$ cat src/hdl/bei_pkg.sv
// shared constants, types and helpers for the bit error tester back end
package bei_pkg;
	// register data and address widths
	localparam int DATA_W = 16;
	localparam int ADDR_W = 8;

	// register byte offsets
	localparam logic [ADDR_W-1:0] OFS_CTRL   = 8'h60;
	localparam logic [ADDR_W-1:0] OFS_TEI    = 8'h68;
	localparam logic [ADDR_W-1:0] OFS_LIVE   = 8'h6c;
	localparam logic [ADDR_W-1:0] OFS_LATCH  = 8'h6e;
	localparam logic [ADDR_W-1:0] OFS_IRQEN  = 8'h70;
	localparam logic [ADDR_W-1:0] OFS_ERR_LO = 8'h74;
	localparam logic [ADDR_W-1:0] OFS_ERR_HI = 8'h76;
	localparam logic [ADDR_W-1:0] OFS_BIT_LO = 8'h78;
	localparam logic [ADDR_W-1:0] OFS_BIT_HI = 8'h7a;

	// control register fields
	localparam int CTRL_MODE_BIT  = 7;
	localparam int CTRL_LOCAL_BIT = 6;

	// error insertion control fields
	localparam int TEI_RATE_LSB   = 3;
	localparam int TEI_RATE_W     = 3;
	localparam int TEI_ENABLE_BIT = 2;
	localparam int TEI_TRIG_BIT   = 1;
	localparam int TEI_SRC_BIT    = 0;

	// status, latched status and enable share one layout
	localparam int ST_W           = 4;
	localparam int ST_UPDATE_BIT  = 3;
	localparam int ST_BITERR_BIT  = 2;
	localparam int ST_NONZERO_BIT = 1;
	localparam int ST_SYNC_BIT    = 0;

	// counter widths and sync depth
	localparam int ERR_CNT_W   = 24;
	localparam int BIT_CNT_W   = 32;
	localparam int RATE_CNT_W  = 24;
	localparam int SYNC_STAGES = 3;
	localparam logic [DATA_W-1:0] REG_RST = 16'h0000;

	// rate insertion state
	typedef enum logic [1:0]
	{
		BEI_RATE_IDLE = 2'b01,
		BEI_RATE_RUN  = 2'b10
	} bei_rate_e;

	// bits per inserted error for a rate field value
	function automatic logic [RATE_CNT_W-1:0] bei_pow10(input logic [TEI_RATE_W-1:0] n);
		logic [RATE_CNT_W-1:0] p;
		p = 24'h000001;
		unique case (n)
			3'h0: p = 24'h000001;
			3'h1: p = 24'h00000a;
			3'h2: p = 24'h000064;
			3'h3: p = 24'h0003e8;
			3'h4: p = 24'h002710;
			3'h5: p = 24'h0186a0;
			3'h6: p = 24'h0f4240;
			3'h7: p = 24'h989680;
		endcase
		return p;
	endfunction
endpackage

$ cat src/hdl/bei_sat_counter.sv
// saturating accumulator with restart that keeps a coincident increment
`timescale 1ns/1ps
module bei_sat_counter #(
	parameter int WIDTH = 24
) (
	input  wire logic             clk_i,
	input  wire logic             rst_i,
	input  wire logic             inc_i,
	input  wire logic             restart_i,
	output logic [WIDTH-1:0]      count_o
);
	localparam logic [WIDTH-1:0] CNT_MAX = '1;
	localparam logic [WIDTH-1:0] CNT_ONE = WIDTH'(1);

	if (WIDTH < 2)
	begin : g_bad_width
		$error("bei_sat_counter: WIDTH must be at least 2");
	end

	// restart keeps the bit arriving in the same cycle so none is lost
	always_ff @(posedge clk_i or posedge rst_i)
	begin
		if (rst_i)
			count_o <= '0;
		else if (restart_i)
			count_o <= inc_i ? CNT_ONE : '0;
		else if (inc_i && count_o != CNT_MAX)
			count_o <= count_o + CNT_ONE;
	end

	property p_saturate;
		@(posedge clk_i) disable iff (rst_i)
		(count_o == CNT_MAX && !restart_i) |=> (count_o == CNT_MAX);
	endproperty
	a_saturate: assert property (p_saturate) else $error("counter left its maximum");

	property p_restart;
		@(posedge clk_i) disable iff (rst_i)
		(restart_i && !inc_i) |=> (count_o == '0);
	endproperty
	a_restart: assert property (p_restart) else $error("counter did not restart");
endmodule

$ cat src/hdl/bei_err_insert.sv
// transmit error insertion: rate based and single shot
`timescale 1ns/1ps
module bei_err_insert #(
	parameter int RATE_W = 3,
	parameter int CNT_W  = 24
) (
	input  wire logic              clk_i,
	input  wire logic              rst_i,
	input  wire logic              bit_valid_i,
	input  wire logic [RATE_W-1:0] rate_i,
	input  wire logic              rate_wr_i,
	input  wire logic              single_en_i,
	input  wire logic              trigger_i,
	output logic                   invert_o
);
	if (RATE_W != bei_pkg::TEI_RATE_W || CNT_W != bei_pkg::RATE_CNT_W)
	begin : g_bad_param
		$error("bei_err_insert: widths must match the rate table");
	end

	bei_pkg::bei_rate_e   state_reg;
	logic [RATE_W-1:0]    rate_act_reg;
	logic [CNT_W-1:0]     cnt_reg;
	logic                 trig_d_reg;
	logic                 pend_reg;
	logic                 hit;
	logic                 rise;

	assign hit  = (state_reg == bei_pkg::BEI_RATE_RUN) && bit_valid_i
	              && (cnt_reg == bei_pkg::bei_pow10(rate_act_reg) - CNT_W'(1));
	assign rise = trigger_i && !trig_d_reg;
	assign invert_o = bit_valid_i && (hit || (pend_reg && single_en_i));

	// rate engine: a new nonzero rate waits until the current error is out; a zero rate stops it at once
	always_ff @(posedge clk_i or posedge rst_i)
	begin
		if (rst_i)
		begin
			state_reg    <= bei_pkg::BEI_RATE_IDLE;
			rate_act_reg <= '0;
			cnt_reg      <= '0;
		end
		else if (rate_wr_i && rate_i == '0)
			state_reg <= bei_pkg::BEI_RATE_IDLE;
		else
		begin
			unique case (state_reg)
				bei_pkg::BEI_RATE_IDLE:
					if (rate_wr_i)
					begin
						state_reg    <= bei_pkg::BEI_RATE_RUN;
						rate_act_reg <= rate_i;
						cnt_reg      <= '0;
					end
				bei_pkg::BEI_RATE_RUN:
					if (hit)
					begin
						cnt_reg      <= '0;
						rate_act_reg <= rate_i;
					end
					else if (bit_valid_i)
						cnt_reg <= cnt_reg + CNT_W'(1);
			endcase
		end
	end

	// single shot: several edges before one bit slot still make one error
	always_ff @(posedge clk_i or posedge rst_i)
	begin
		if (rst_i)
		begin
			trig_d_reg <= 1'b0;
			pend_reg   <= 1'b0;
		end
		else
		begin
			trig_d_reg <= trigger_i;
			pend_reg   <= single_en_i && ((pend_reg && !bit_valid_i) || rise);
		end
	end

	property p_idle_quiet;
		@(posedge clk_i) disable iff (rst_i)
		(state_reg == bei_pkg::BEI_RATE_IDLE && !(pend_reg && single_en_i)) |-> !invert_o;
	endproperty
	a_idle_quiet: assert property (p_idle_quiet) else $error("error inserted while disabled");

	property p_single_once;
		@(posedge clk_i) disable iff (rst_i)
		(bit_valid_i && pend_reg && !rise) |=> !pend_reg;
	endproperty
	a_single_once: assert property (p_single_once) else $error("single error inserted twice");

	property p_single_gate;
		@(posedge clk_i) disable iff (rst_i)
		!single_en_i |=> !pend_reg;
	endproperty
	a_single_gate: assert property (p_single_gate) else $error("single error armed while disabled");
endmodule

$ cat src/hdl/bei_top.sv
// bit error tester back end: insertion, status, latched status and counters
`timescale 1ns/1ps
module bei_top (
	input  wire logic                       CORE_CLK_I,
	input  wire logic                       RST_I,
	input  wire logic [bei_pkg::ADDR_W-1:0] REG_ADDR_I,
	input  wire logic [bei_pkg::DATA_W-1:0] REG_WDATA_I,
	input  wire logic                       REG_WR_I,
	input  wire logic                       REG_RD_I,
	output logic [bei_pkg::DATA_W-1:0]      REG_RDATA_O,
	output logic                            REG_RVALID_O,
	input  wire logic                       TX_BIT_VALID_I,
	input  wire logic                       TX_DATA_I,
	output logic                            TX_BIT_VALID_O,
	output logic                            TX_DATA_O,
	input  wire logic                       EXTERNAL_INSERT_INPUT_I,
	input  wire logic                       RX_BIT_VALID_I,
	input  wire logic                       RX_BIT_ERROR_I,
	input  wire logic                       RX_OUT_OF_SYNC_I,
	input  wire logic                       GLOBAL_UPDATE_SIGNAL_I,
	input  wire logic                       PORT_GLOBAL_IRQ_EN_I,
	output logic                            INT_O
);
	localparam int DW = bei_pkg::DATA_W;
	localparam int SW = bei_pkg::ST_W;
	localparam int EW = bei_pkg::ERR_CNT_W;
	localparam int BW = bei_pkg::BIT_CNT_W;

	logic [bei_pkg::SYNC_STAGES-1:0]  ext_sync_reg;
	logic                             ext_level_reg;
	logic                             update_mode_select_reg;
	logic                             local_update_request_reg;
	logic [bei_pkg::TEI_RATE_W-1:0]   insert_rate_field_reg;
	logic                             single_insert_enable_reg;
	logic                             single_insert_trigger_reg;
	logic                             insert_source_select_reg;
	logic                             tei_wr_d_reg;
	logic [SW-1:0]                    irq_en_reg;
	logic [SW-1:0]                    latched_reg;
	logic [SW-1:0]                    latch_set;
	logic [SW-1:0]                    latch_clr;
	logic                             update_done_flag_reg;
	logic                             error_count_nonzero_reg;
	logic                             out_of_sync_flag_reg;
	logic [SW-1:0]                    flags_d_reg;
	logic                             req_d_reg;
	logic                             sel_req;
	logic                             upd_pulse;
	logic                             err_inc;
	logic                             bit_inc;
	logic                             ins_invert;
	logic                             sel_trigger;
	logic                             irq_next;
	logic [EW-1:0]                    err_acc;
	logic [BW-1:0]                    received_bit_total;
	logic [EW-1:0]                    err_snap_reg;
	logic [BW-1:0]                    bit_snap_reg;
	logic [DW-1:0]                    rd_next;
	logic                             wr_ctrl;
	logic                             wr_tei;
	logic                             wr_latch;
	logic                             wr_irqen;

	// write decode
	assign wr_ctrl  = REG_WR_I && (REG_ADDR_I == bei_pkg::OFS_CTRL);
	assign wr_tei   = REG_WR_I && (REG_ADDR_I == bei_pkg::OFS_TEI);
	assign wr_latch = REG_WR_I && (REG_ADDR_I == bei_pkg::OFS_LATCH);
	assign wr_irqen = REG_WR_I && (REG_ADDR_I == bei_pkg::OFS_IRQEN);

	// external pin: three stages, a level is taken once stages two and three agree
	always_ff @(posedge CORE_CLK_I or posedge RST_I)
	begin
		if (RST_I)
		begin
			ext_sync_reg  <= '0;
			ext_level_reg <= 1'b0;
		end
		else
		begin
			ext_sync_reg <= {ext_sync_reg[bei_pkg::SYNC_STAGES-2:0], EXTERNAL_INSERT_INPUT_I};
			if (ext_sync_reg[bei_pkg::SYNC_STAGES-2] == ext_sync_reg[bei_pkg::SYNC_STAGES-1])
				ext_level_reg <= ext_sync_reg[bei_pkg::SYNC_STAGES-1];
		end
	end

	// control and insertion registers written by software
	always_ff @(posedge CORE_CLK_I or posedge RST_I)
	begin
		if (RST_I)
		begin
			update_mode_select_reg    <= bei_pkg::REG_RST[bei_pkg::CTRL_MODE_BIT];
			local_update_request_reg  <= bei_pkg::REG_RST[bei_pkg::CTRL_LOCAL_BIT];
			insert_rate_field_reg     <= bei_pkg::REG_RST[bei_pkg::TEI_RATE_LSB +: bei_pkg::TEI_RATE_W];
			single_insert_enable_reg  <= bei_pkg::REG_RST[bei_pkg::TEI_ENABLE_BIT];
			single_insert_trigger_reg <= bei_pkg::REG_RST[bei_pkg::TEI_TRIG_BIT];
			insert_source_select_reg  <= bei_pkg::REG_RST[bei_pkg::TEI_SRC_BIT];
			irq_en_reg                <= bei_pkg::REG_RST[SW-1:0];
			tei_wr_d_reg              <= 1'b0;
		end
		else
		begin
			tei_wr_d_reg <= wr_tei;
			if (wr_ctrl)
			begin
				update_mode_select_reg   <= REG_WDATA_I[bei_pkg::CTRL_MODE_BIT];
				local_update_request_reg <= REG_WDATA_I[bei_pkg::CTRL_LOCAL_BIT];
			end
			if (wr_tei)
			begin
				insert_rate_field_reg     <= REG_WDATA_I[bei_pkg::TEI_RATE_LSB +: bei_pkg::TEI_RATE_W];
				single_insert_enable_reg  <= REG_WDATA_I[bei_pkg::TEI_ENABLE_BIT];
				single_insert_trigger_reg <= REG_WDATA_I[bei_pkg::TEI_TRIG_BIT];
				insert_source_select_reg  <= REG_WDATA_I[bei_pkg::TEI_SRC_BIT];
			end
			if (wr_irqen)
				irq_en_reg <= REG_WDATA_I[SW-1:0];
		end
	end

	// trigger source; a select change with a high trigger looks like an edge
	assign sel_trigger = insert_source_select_reg ? ext_level_reg : single_insert_trigger_reg;

	// rate write is seen one cycle late so the new field is in place; a running rate takes a nonzero field at its next error, a zero field stops it at once
	bei_err_insert #(
		.RATE_W (bei_pkg::TEI_RATE_W),
		.CNT_W  (bei_pkg::RATE_CNT_W)
	) u_insert (
		.clk_i       (CORE_CLK_I),
		.rst_i       (RST_I),
		.bit_valid_i (TX_BIT_VALID_I),
		.rate_i      (insert_rate_field_reg),
		.rate_wr_i   (tei_wr_d_reg),
		.single_en_i (single_insert_enable_reg),
		.trigger_i   (sel_trigger),
		.invert_o    (ins_invert)
	);

	// transmit path: one register stage, data inverted on an insertion slot
	always_ff @(posedge CORE_CLK_I or posedge RST_I)
	begin
		if (RST_I)
		begin
			TX_BIT_VALID_O <= 1'b0;
			TX_DATA_O      <= 1'b0;
		end
		else
		begin
			TX_BIT_VALID_O <= TX_BIT_VALID_I;
			if (TX_BIT_VALID_I)
				TX_DATA_O <= TX_DATA_I ^ ins_invert;
		end
	end

	// receive counting is frozen while the pattern is out of sync
	assign err_inc   = RX_BIT_VALID_I && RX_BIT_ERROR_I && !RX_OUT_OF_SYNC_I;
	assign bit_inc   = RX_BIT_VALID_I && !RX_OUT_OF_SYNC_I;
	assign sel_req   = update_mode_select_reg ? GLOBAL_UPDATE_SIGNAL_I : local_update_request_reg;
	assign upd_pulse = sel_req && !req_d_reg;

	bei_sat_counter #(
		.WIDTH (EW)
	) u_err_acc (
		.clk_i     (CORE_CLK_I),
		.rst_i     (RST_I),
		.inc_i     (err_inc),
		.restart_i (upd_pulse),
		.count_o   (err_acc)
	);

	bei_sat_counter #(
		.WIDTH (BW)
	) u_bit_acc (
		.clk_i     (CORE_CLK_I),
		.rst_i     (RST_I),
		.inc_i     (bit_inc),
		.restart_i (upd_pulse),
		.count_o   (received_bit_total)
	);

	// snapshot and live flags; done flag rises with the snapshot itself
	always_ff @(posedge CORE_CLK_I or posedge RST_I)
	begin
		if (RST_I)
		begin
			req_d_reg               <= 1'b0;
			err_snap_reg            <= '0;
			bit_snap_reg            <= '0;
			update_done_flag_reg    <= 1'b0;
			error_count_nonzero_reg <= 1'b0;
			out_of_sync_flag_reg    <= 1'b0;
			flags_d_reg             <= '0;
		end
		else
		begin
			req_d_reg <= sel_req;
			if (upd_pulse)
			begin
				err_snap_reg <= err_acc;
				bit_snap_reg <= received_bit_total;
			end
			if (!sel_req)
				update_done_flag_reg <= 1'b0;
			else if (upd_pulse)
				update_done_flag_reg <= 1'b1;
			error_count_nonzero_reg <= (err_acc != '0);
			out_of_sync_flag_reg    <= RX_OUT_OF_SYNC_I;
			flags_d_reg[bei_pkg::ST_UPDATE_BIT]  <= update_done_flag_reg;
			flags_d_reg[bei_pkg::ST_BITERR_BIT]  <= 1'b0;
			flags_d_reg[bei_pkg::ST_NONZERO_BIT] <= error_count_nonzero_reg;
			flags_d_reg[bei_pkg::ST_SYNC_BIT]    <= out_of_sync_flag_reg;
		end
	end

	// latched events; a set in the clearing cycle wins
	always_comb
	begin
		latch_set = '0;
		latch_set[bei_pkg::ST_UPDATE_BIT]  = update_done_flag_reg && !flags_d_reg[bei_pkg::ST_UPDATE_BIT];
		latch_set[bei_pkg::ST_BITERR_BIT]  = err_inc;
		latch_set[bei_pkg::ST_NONZERO_BIT] = error_count_nonzero_reg
		                                     && !flags_d_reg[bei_pkg::ST_NONZERO_BIT];
		latch_set[bei_pkg::ST_SYNC_BIT]    = out_of_sync_flag_reg != flags_d_reg[bei_pkg::ST_SYNC_BIT];
		latch_clr = wr_latch ? REG_WDATA_I[SW-1:0] : '0;
	end

	always_ff @(posedge CORE_CLK_I or posedge RST_I)
	begin
		if (RST_I)
			latched_reg <= '0;
		else
			latched_reg <= (latched_reg & ~latch_clr) | latch_set;
	end

	// interrupt request; update-done skips the port gate
	assign irq_next = (latched_reg[bei_pkg::ST_UPDATE_BIT] && irq_en_reg[bei_pkg::ST_UPDATE_BIT])
	                  || (PORT_GLOBAL_IRQ_EN_I && ((latched_reg & irq_en_reg
	                  & ~(SW'(1) << bei_pkg::ST_UPDATE_BIT)) != '0));

	always_ff @(posedge CORE_CLK_I or posedge RST_I)
	begin
		if (RST_I)
			INT_O <= 1'b0;
		else
			INT_O <= irq_next;
	end

	// read mux; unmapped offsets read zero
	always_comb
	begin
		rd_next = '0;
		unique case (REG_ADDR_I)
			bei_pkg::OFS_CTRL:
			begin
				rd_next[bei_pkg::CTRL_MODE_BIT]  = update_mode_select_reg;
				rd_next[bei_pkg::CTRL_LOCAL_BIT] = local_update_request_reg;
			end
			bei_pkg::OFS_TEI:
			begin
				rd_next[bei_pkg::TEI_RATE_LSB +: bei_pkg::TEI_RATE_W] = insert_rate_field_reg;
				rd_next[bei_pkg::TEI_ENABLE_BIT] = single_insert_enable_reg;
				rd_next[bei_pkg::TEI_TRIG_BIT]   = single_insert_trigger_reg;
				rd_next[bei_pkg::TEI_SRC_BIT]    = insert_source_select_reg;
			end
			bei_pkg::OFS_LIVE:
			begin
				rd_next[bei_pkg::ST_UPDATE_BIT]  = update_done_flag_reg;
				rd_next[bei_pkg::ST_NONZERO_BIT] = error_count_nonzero_reg;
				rd_next[bei_pkg::ST_SYNC_BIT]    = out_of_sync_flag_reg;
			end
			bei_pkg::OFS_LATCH:  rd_next[SW-1:0] = latched_reg;
			bei_pkg::OFS_IRQEN:  rd_next[SW-1:0] = irq_en_reg;
			bei_pkg::OFS_ERR_LO: rd_next = err_snap_reg[DW-1:0];
			bei_pkg::OFS_ERR_HI: rd_next[EW-DW-1:0] = err_snap_reg[EW-1:DW];
			bei_pkg::OFS_BIT_LO: rd_next = bit_snap_reg[DW-1:0];
			bei_pkg::OFS_BIT_HI: rd_next = bit_snap_reg[BW-1:DW];
			default:             rd_next = '0;
		endcase
	end

	always_ff @(posedge CORE_CLK_I or posedge RST_I)
	begin
		if (RST_I)
		begin
			REG_RDATA_O  <= '0;
			REG_RVALID_O <= 1'b0;
		end
		else
		begin
			REG_RVALID_O <= REG_RD_I;
			if (REG_RD_I)
				REG_RDATA_O <= rd_next;
		end
	end

	property p_update_snap;
		@(posedge CORE_CLK_I) disable iff (RST_I)
		upd_pulse |=> (update_done_flag_reg && err_snap_reg == $past(err_acc) && bit_snap_reg == $past(received_bit_total));
	endproperty
	a_update_snap: assert property (p_update_snap) else $error("update did not load snapshot");

	property p_update_low;
		@(posedge CORE_CLK_I) disable iff (RST_I)
		!sel_req |=> !update_done_flag_reg;
	endproperty
	a_update_low: assert property (p_update_low) else $error("done flag high without request");

	property p_snap_hold;
		@(posedge CORE_CLK_I) disable iff (RST_I)
		!upd_pulse |=> ($stable(err_snap_reg) && $stable(bit_snap_reg));
	endproperty
	a_snap_hold: assert property (p_snap_hold) else $error("snapshot changed without update");

	property p_oos_freeze;
		@(posedge CORE_CLK_I) disable iff (RST_I)
		(RX_OUT_OF_SYNC_I && !upd_pulse) |=> ($stable(err_acc) && $stable(received_bit_total));
	endproperty
	a_oos_freeze: assert property (p_oos_freeze) else $error("counted while out of sync");

	property p_sync_latch;
		@(posedge CORE_CLK_I) disable iff (RST_I)
		$changed(out_of_sync_flag_reg) |=> latched_reg[bei_pkg::ST_SYNC_BIT];
	endproperty
	a_sync_latch: assert property (p_sync_latch) else $error("sync change not latched");

	property p_irq_gate;
		@(posedge CORE_CLK_I) disable iff (RST_I)
		(!PORT_GLOBAL_IRQ_EN_I && !(latched_reg[bei_pkg::ST_UPDATE_BIT] && irq_en_reg[bei_pkg::ST_UPDATE_BIT]))
		|=> !INT_O;
	endproperty
	a_irq_gate: assert property (p_irq_gate) else $error("interrupt without port enable");
endmodule

$ cat config.mk
export PLATFORM = sky130hd
export DESIGN_NAME = bei_top
export DESIGN_NICKNAME = d
export VERILOG_FILES = /design/src/hdl/bei_pkg.sv /design/src/hdl/bei_sat_counter.sv /design/src/hdl/bei_err_insert.sv /design/src/hdl/bei_top.sv
export SDC_FILE = /design/constraint.sdc
export NUM_CORES = 1
export LEC_CHECK = 0
export BUFFER_PORTS_ARGS = -buffer_cell sky130_fd_sc_hd__clkbuf_2
export CORE_ASPECT_RATIO = 1.5
export CORE_UTILIZATION = 33
export DETAILED_ROUTE_END_ITERATION = 8
export SLEW_MARGIN = 20
export SYNTH_ARGS = -nofsm -noshare
export SYNTH_HDL_FRONTEND = slang
export SYNTH_SLANG_ARGS = --single-unit
export TNS_END_PERCENT = 5
$ cat constraint.sdc
create_clock -name CORE_CLK_I -period 16.4 [get_ports CORE_CLK_I]
set_input_delay 0 -clock CORE_CLK_I [delete_from_list [all_inputs] [get_ports CORE_CLK_I]]
set_output_delay 0 -clock CORE_CLK_I [all_outputs]
set_load 0.02 [all_outputs]
==> qor.yml <==
worst_hold_path:
  holdCritPathClass: "input pin to flop"
synthesis:
  syn_avg_cell_area_um2: 9.28
  synth_cells: 1068
  synth_cell_types: 79
  syn-cell-area_um2: 9910
  ys_seq_area_share_pct: 48.2
  synth_ff_type: "dfrtp_1"
  yosys_warnings: 0
  synth_nets: 1115
  ys_ff_latch: 191
  synth-edff-count: 0
  ys_async_sr_fraction_pct: 100
critical_path:
  path_class: "flop to flop"
  path_max_fanout: 22
  startpoint_type: "flop"
  cp.required_ps: 16700
  arrival_ps: 4490
  end_kind: "flop"
place:
  place_hpwl_um: 17000
  gp_congestion: 0.847
  place_inst: 1459
  port_buffers: 47
cells_and_area:
  instances_no_fill: 1510
  area_growth_pct: 13.4
  diodes: 0
  drive_gt1_share_pct: 12.6
  nets: 1149
die:
  die_w_um: 144
  core_area_um2: 29500
  die_area_um2: 30700
  initial_core_util_pct: 33.6
  die_h_um: 214
  rows: 77
  io_pins: 56
route:
  vias: 7711
  firstDrtPassIters: 5
  drc_errors: 0
  drtIter0Drc: 303
  ant_nets: 0
  wl_per_cell_um: 15.9
  wl_um: 24000
  viasPerCell: 5.11
sta:
  max_freq_ghz: 0.239
  hold_viol: 0
  fin_tns_setup_ps: 0
  fin_skew_ps: 14.7
  slew_viol_final: 0
  setup-violations-final: 0
  worstMarginPinSlew_ps: 1020
  period_needed_ps: 4180
  min_period_over_period_pct: 25.5
  slew_headroom_pct: 31.2
  fin_hold_ws_ps: 34.0
  rsz0062_at_grt: "false"
clock_tree:
  clk_pin_slew_ps: 70
  clockRootBuffer: "clkbuf_16"
  worstSkewPairLatency_ps: 440
  cts_max_path_buffers: 2
  cts_tree: "built"
  cts_max_level: 4
  numCtsBuffers: 17
  cts.repair.resized: 0
  cts.sinks: 191
global_routing:
  grt_overflow_total: 0
  grt_pass1_vias: 7627
  track_usage_pct: 16.4
  grt_pass1_wl_um: 39600
  antenna_found_initial: 0
  grt_start_max_net_pins: 127
job:
  drv_cap: 0
pwr:
  peakVddDrop_mv: 0.0712
  fin_total_pwr_mw: 1.07
  power.density_nw_per_um2: 95.5
  p_leak_nw: 4.92
run_status:
  status: "complete, no violations"
## worst paths after layout
kind,from,endpoint,slack (ps),cells past startpoint
max in group asynchronous,RST_I,bit_snap_reg[23],14840,4
min in group asynchronous,RST_I,ext_level_reg,210,3
min,REG_WR_I,tei_wr_d_reg,30,3
max,u_insert.rate_act_reg[0],u_insert.cnt_reg[8],12220,12
min reg2reg,ext_sync_reg[0],ext_sync_reg[1],350,0
max reg2reg,u_insert.rate_act_reg[0],u_insert.cnt_reg[8],12220,12
## repair_timing
action                    in CTS  in global routing
hold buffers                  19                  0
setup buffers                  0                  0
hold endpoints to repair     149                  0
## stage by stage
| stage | instance area, µm² | util (%) | setup WS, ps |
|---|---|---|---|
| 5_1_grt | 11200 | 38.1 | 11960 |
| 3_3_place_gp | 10500 | 35.5 | 12300 |
| 3_5_place_dp | 10500 | 35.5 | 12240 |
| 4_1_cts | 11200 | 38.1 | 12230 |
| 6_report | 11200 | 38.1 | 12220 |
| 2_1_floorplan | 9910 | - | 11200 |
## power by group
part / switching (mW) / internal (mW)
clock network: 0.196 / 0.219
logic: 0.0790 / 0.0471
registers: 0.0282 / 0.502
## per-layer routing
metal	share of wire [%]	vias to the layer above	wire, µm	track usage (%)
li1	-	3785	-	-
met1	43	3792	10300	19.8
met2	53	107	12700	29.7
met3	2.4	27	584	2.28
met4	1.7	0	408	5.25
met5	0	-	0	0
## layout make-up
type,count,area [µm²]
Clock buffer,18,439
Clock inverter,14,151
Fill cell,3046,18200
Inverter,39,154
Multi-Input combinational cell,778,4720
Sequential cell,191,4780
Tap cell,395,494
Timing Repair Buffer,75,493
## cell families (layout without fill, tap and decap cells)
family	count (synthesis)	after routing	share of synthesized area, %
buf+inv	99	146	4.22
flops	191	191	48.2
mux	20	20	2.36
fa+ha+maj	12	12	1.49
simple gates	517	517	26.5
compound gates	153	153	10.5
xor+xnor	76	76	6.72
## Yosys cell counts (3+ instances only)
library cell / n / area [µm²]
and3_1: 21 / 131
and2_1: 11 / 68.8
mux2_2: 13 / 146
a21oi_1: 27 / 135
buf_6: 5 / 56.3
o21ai_0: 36 / 180
a222oi_1: 12 / 120
o22ai_1: 12 / 75.1
a31oi_1: 13 / 81.3
nor2_1: 78 / 293
a22o_1: 3 / 26.3
nand2_1: 219 / 822
nor4_1: 13 / 81.3
clkbuf_1: 47 / 176
mux2i_1: 5 / 50.1
xnor2_1: 47 / 412
a211oi_1: 6 / 45.0
a21o_1: 3 / 22.5
nand2b_1: 8 / 50.1
a32oi_1: 3 / 26.3
or3_1: 18 / 113
xor2_1: 29 / 254
nor3_2: 18 / 180
nor4b_1: 3 / 26.3
nand3_1: 42 / 210
dfrtp_1: 190 / 4750
buf_1: 3 / 11.3
nor2b_1: 11 / 68.8
buf_2: 4 / 20.0
ha_1: 11 / 138
inv_1: 38 / 143
nor3_1: 16 / 80.1
a22oi_1: 13 / 97.6
a221oi_1: 5 / 43.8
and4_1: 13 / 114
nand4_1: 20 / 125
## cell usage in the layout (no fill, tap or decap), types with 4 or more instances in the layout
master / n
nand2_1: 219
dfrtp_1: 190
nor2_1: 76
xnor2_1: 47
clkbuf_2: 47
nand3_1: 42
inv_1: 37
o21ai_0: 36
xor2_1: 29
a21oi_1: 27
and3_1: 21
nand4_1: 20
dlygate4sd3_1: 19
or3_1: 18
nor3_2: 18
clkbuf_16: 17
nor3_1: 16
and4_1: 13
nor4_1: 13
a31oi_1: 13
mux2_2: 13
a22oi_1: 13
o22ai_1: 12
a222oi_1: 12
nor2b_1: 11
and2_1: 11
ha_1: 11
buf_4: 9
nand2b_1: 8
a211oi_1: 6
mux2i_1: 5
a221oi_1: 5
clkinv_4: 4
inv_6: 4
## critical path: stages (launching register included)
cell	delay (ps)
dfrtp_1	600
inv_1	280
ha_1	450
nand2b_1	160
ha_1	320
nor3b_2	220
and2_1	210
or4_1	530
a221oi_2	340
nand4_4	240
nor3_4	210
buf_4	350
nor4_1	120
Note: power is estimated with default switching activity, not from simulation.
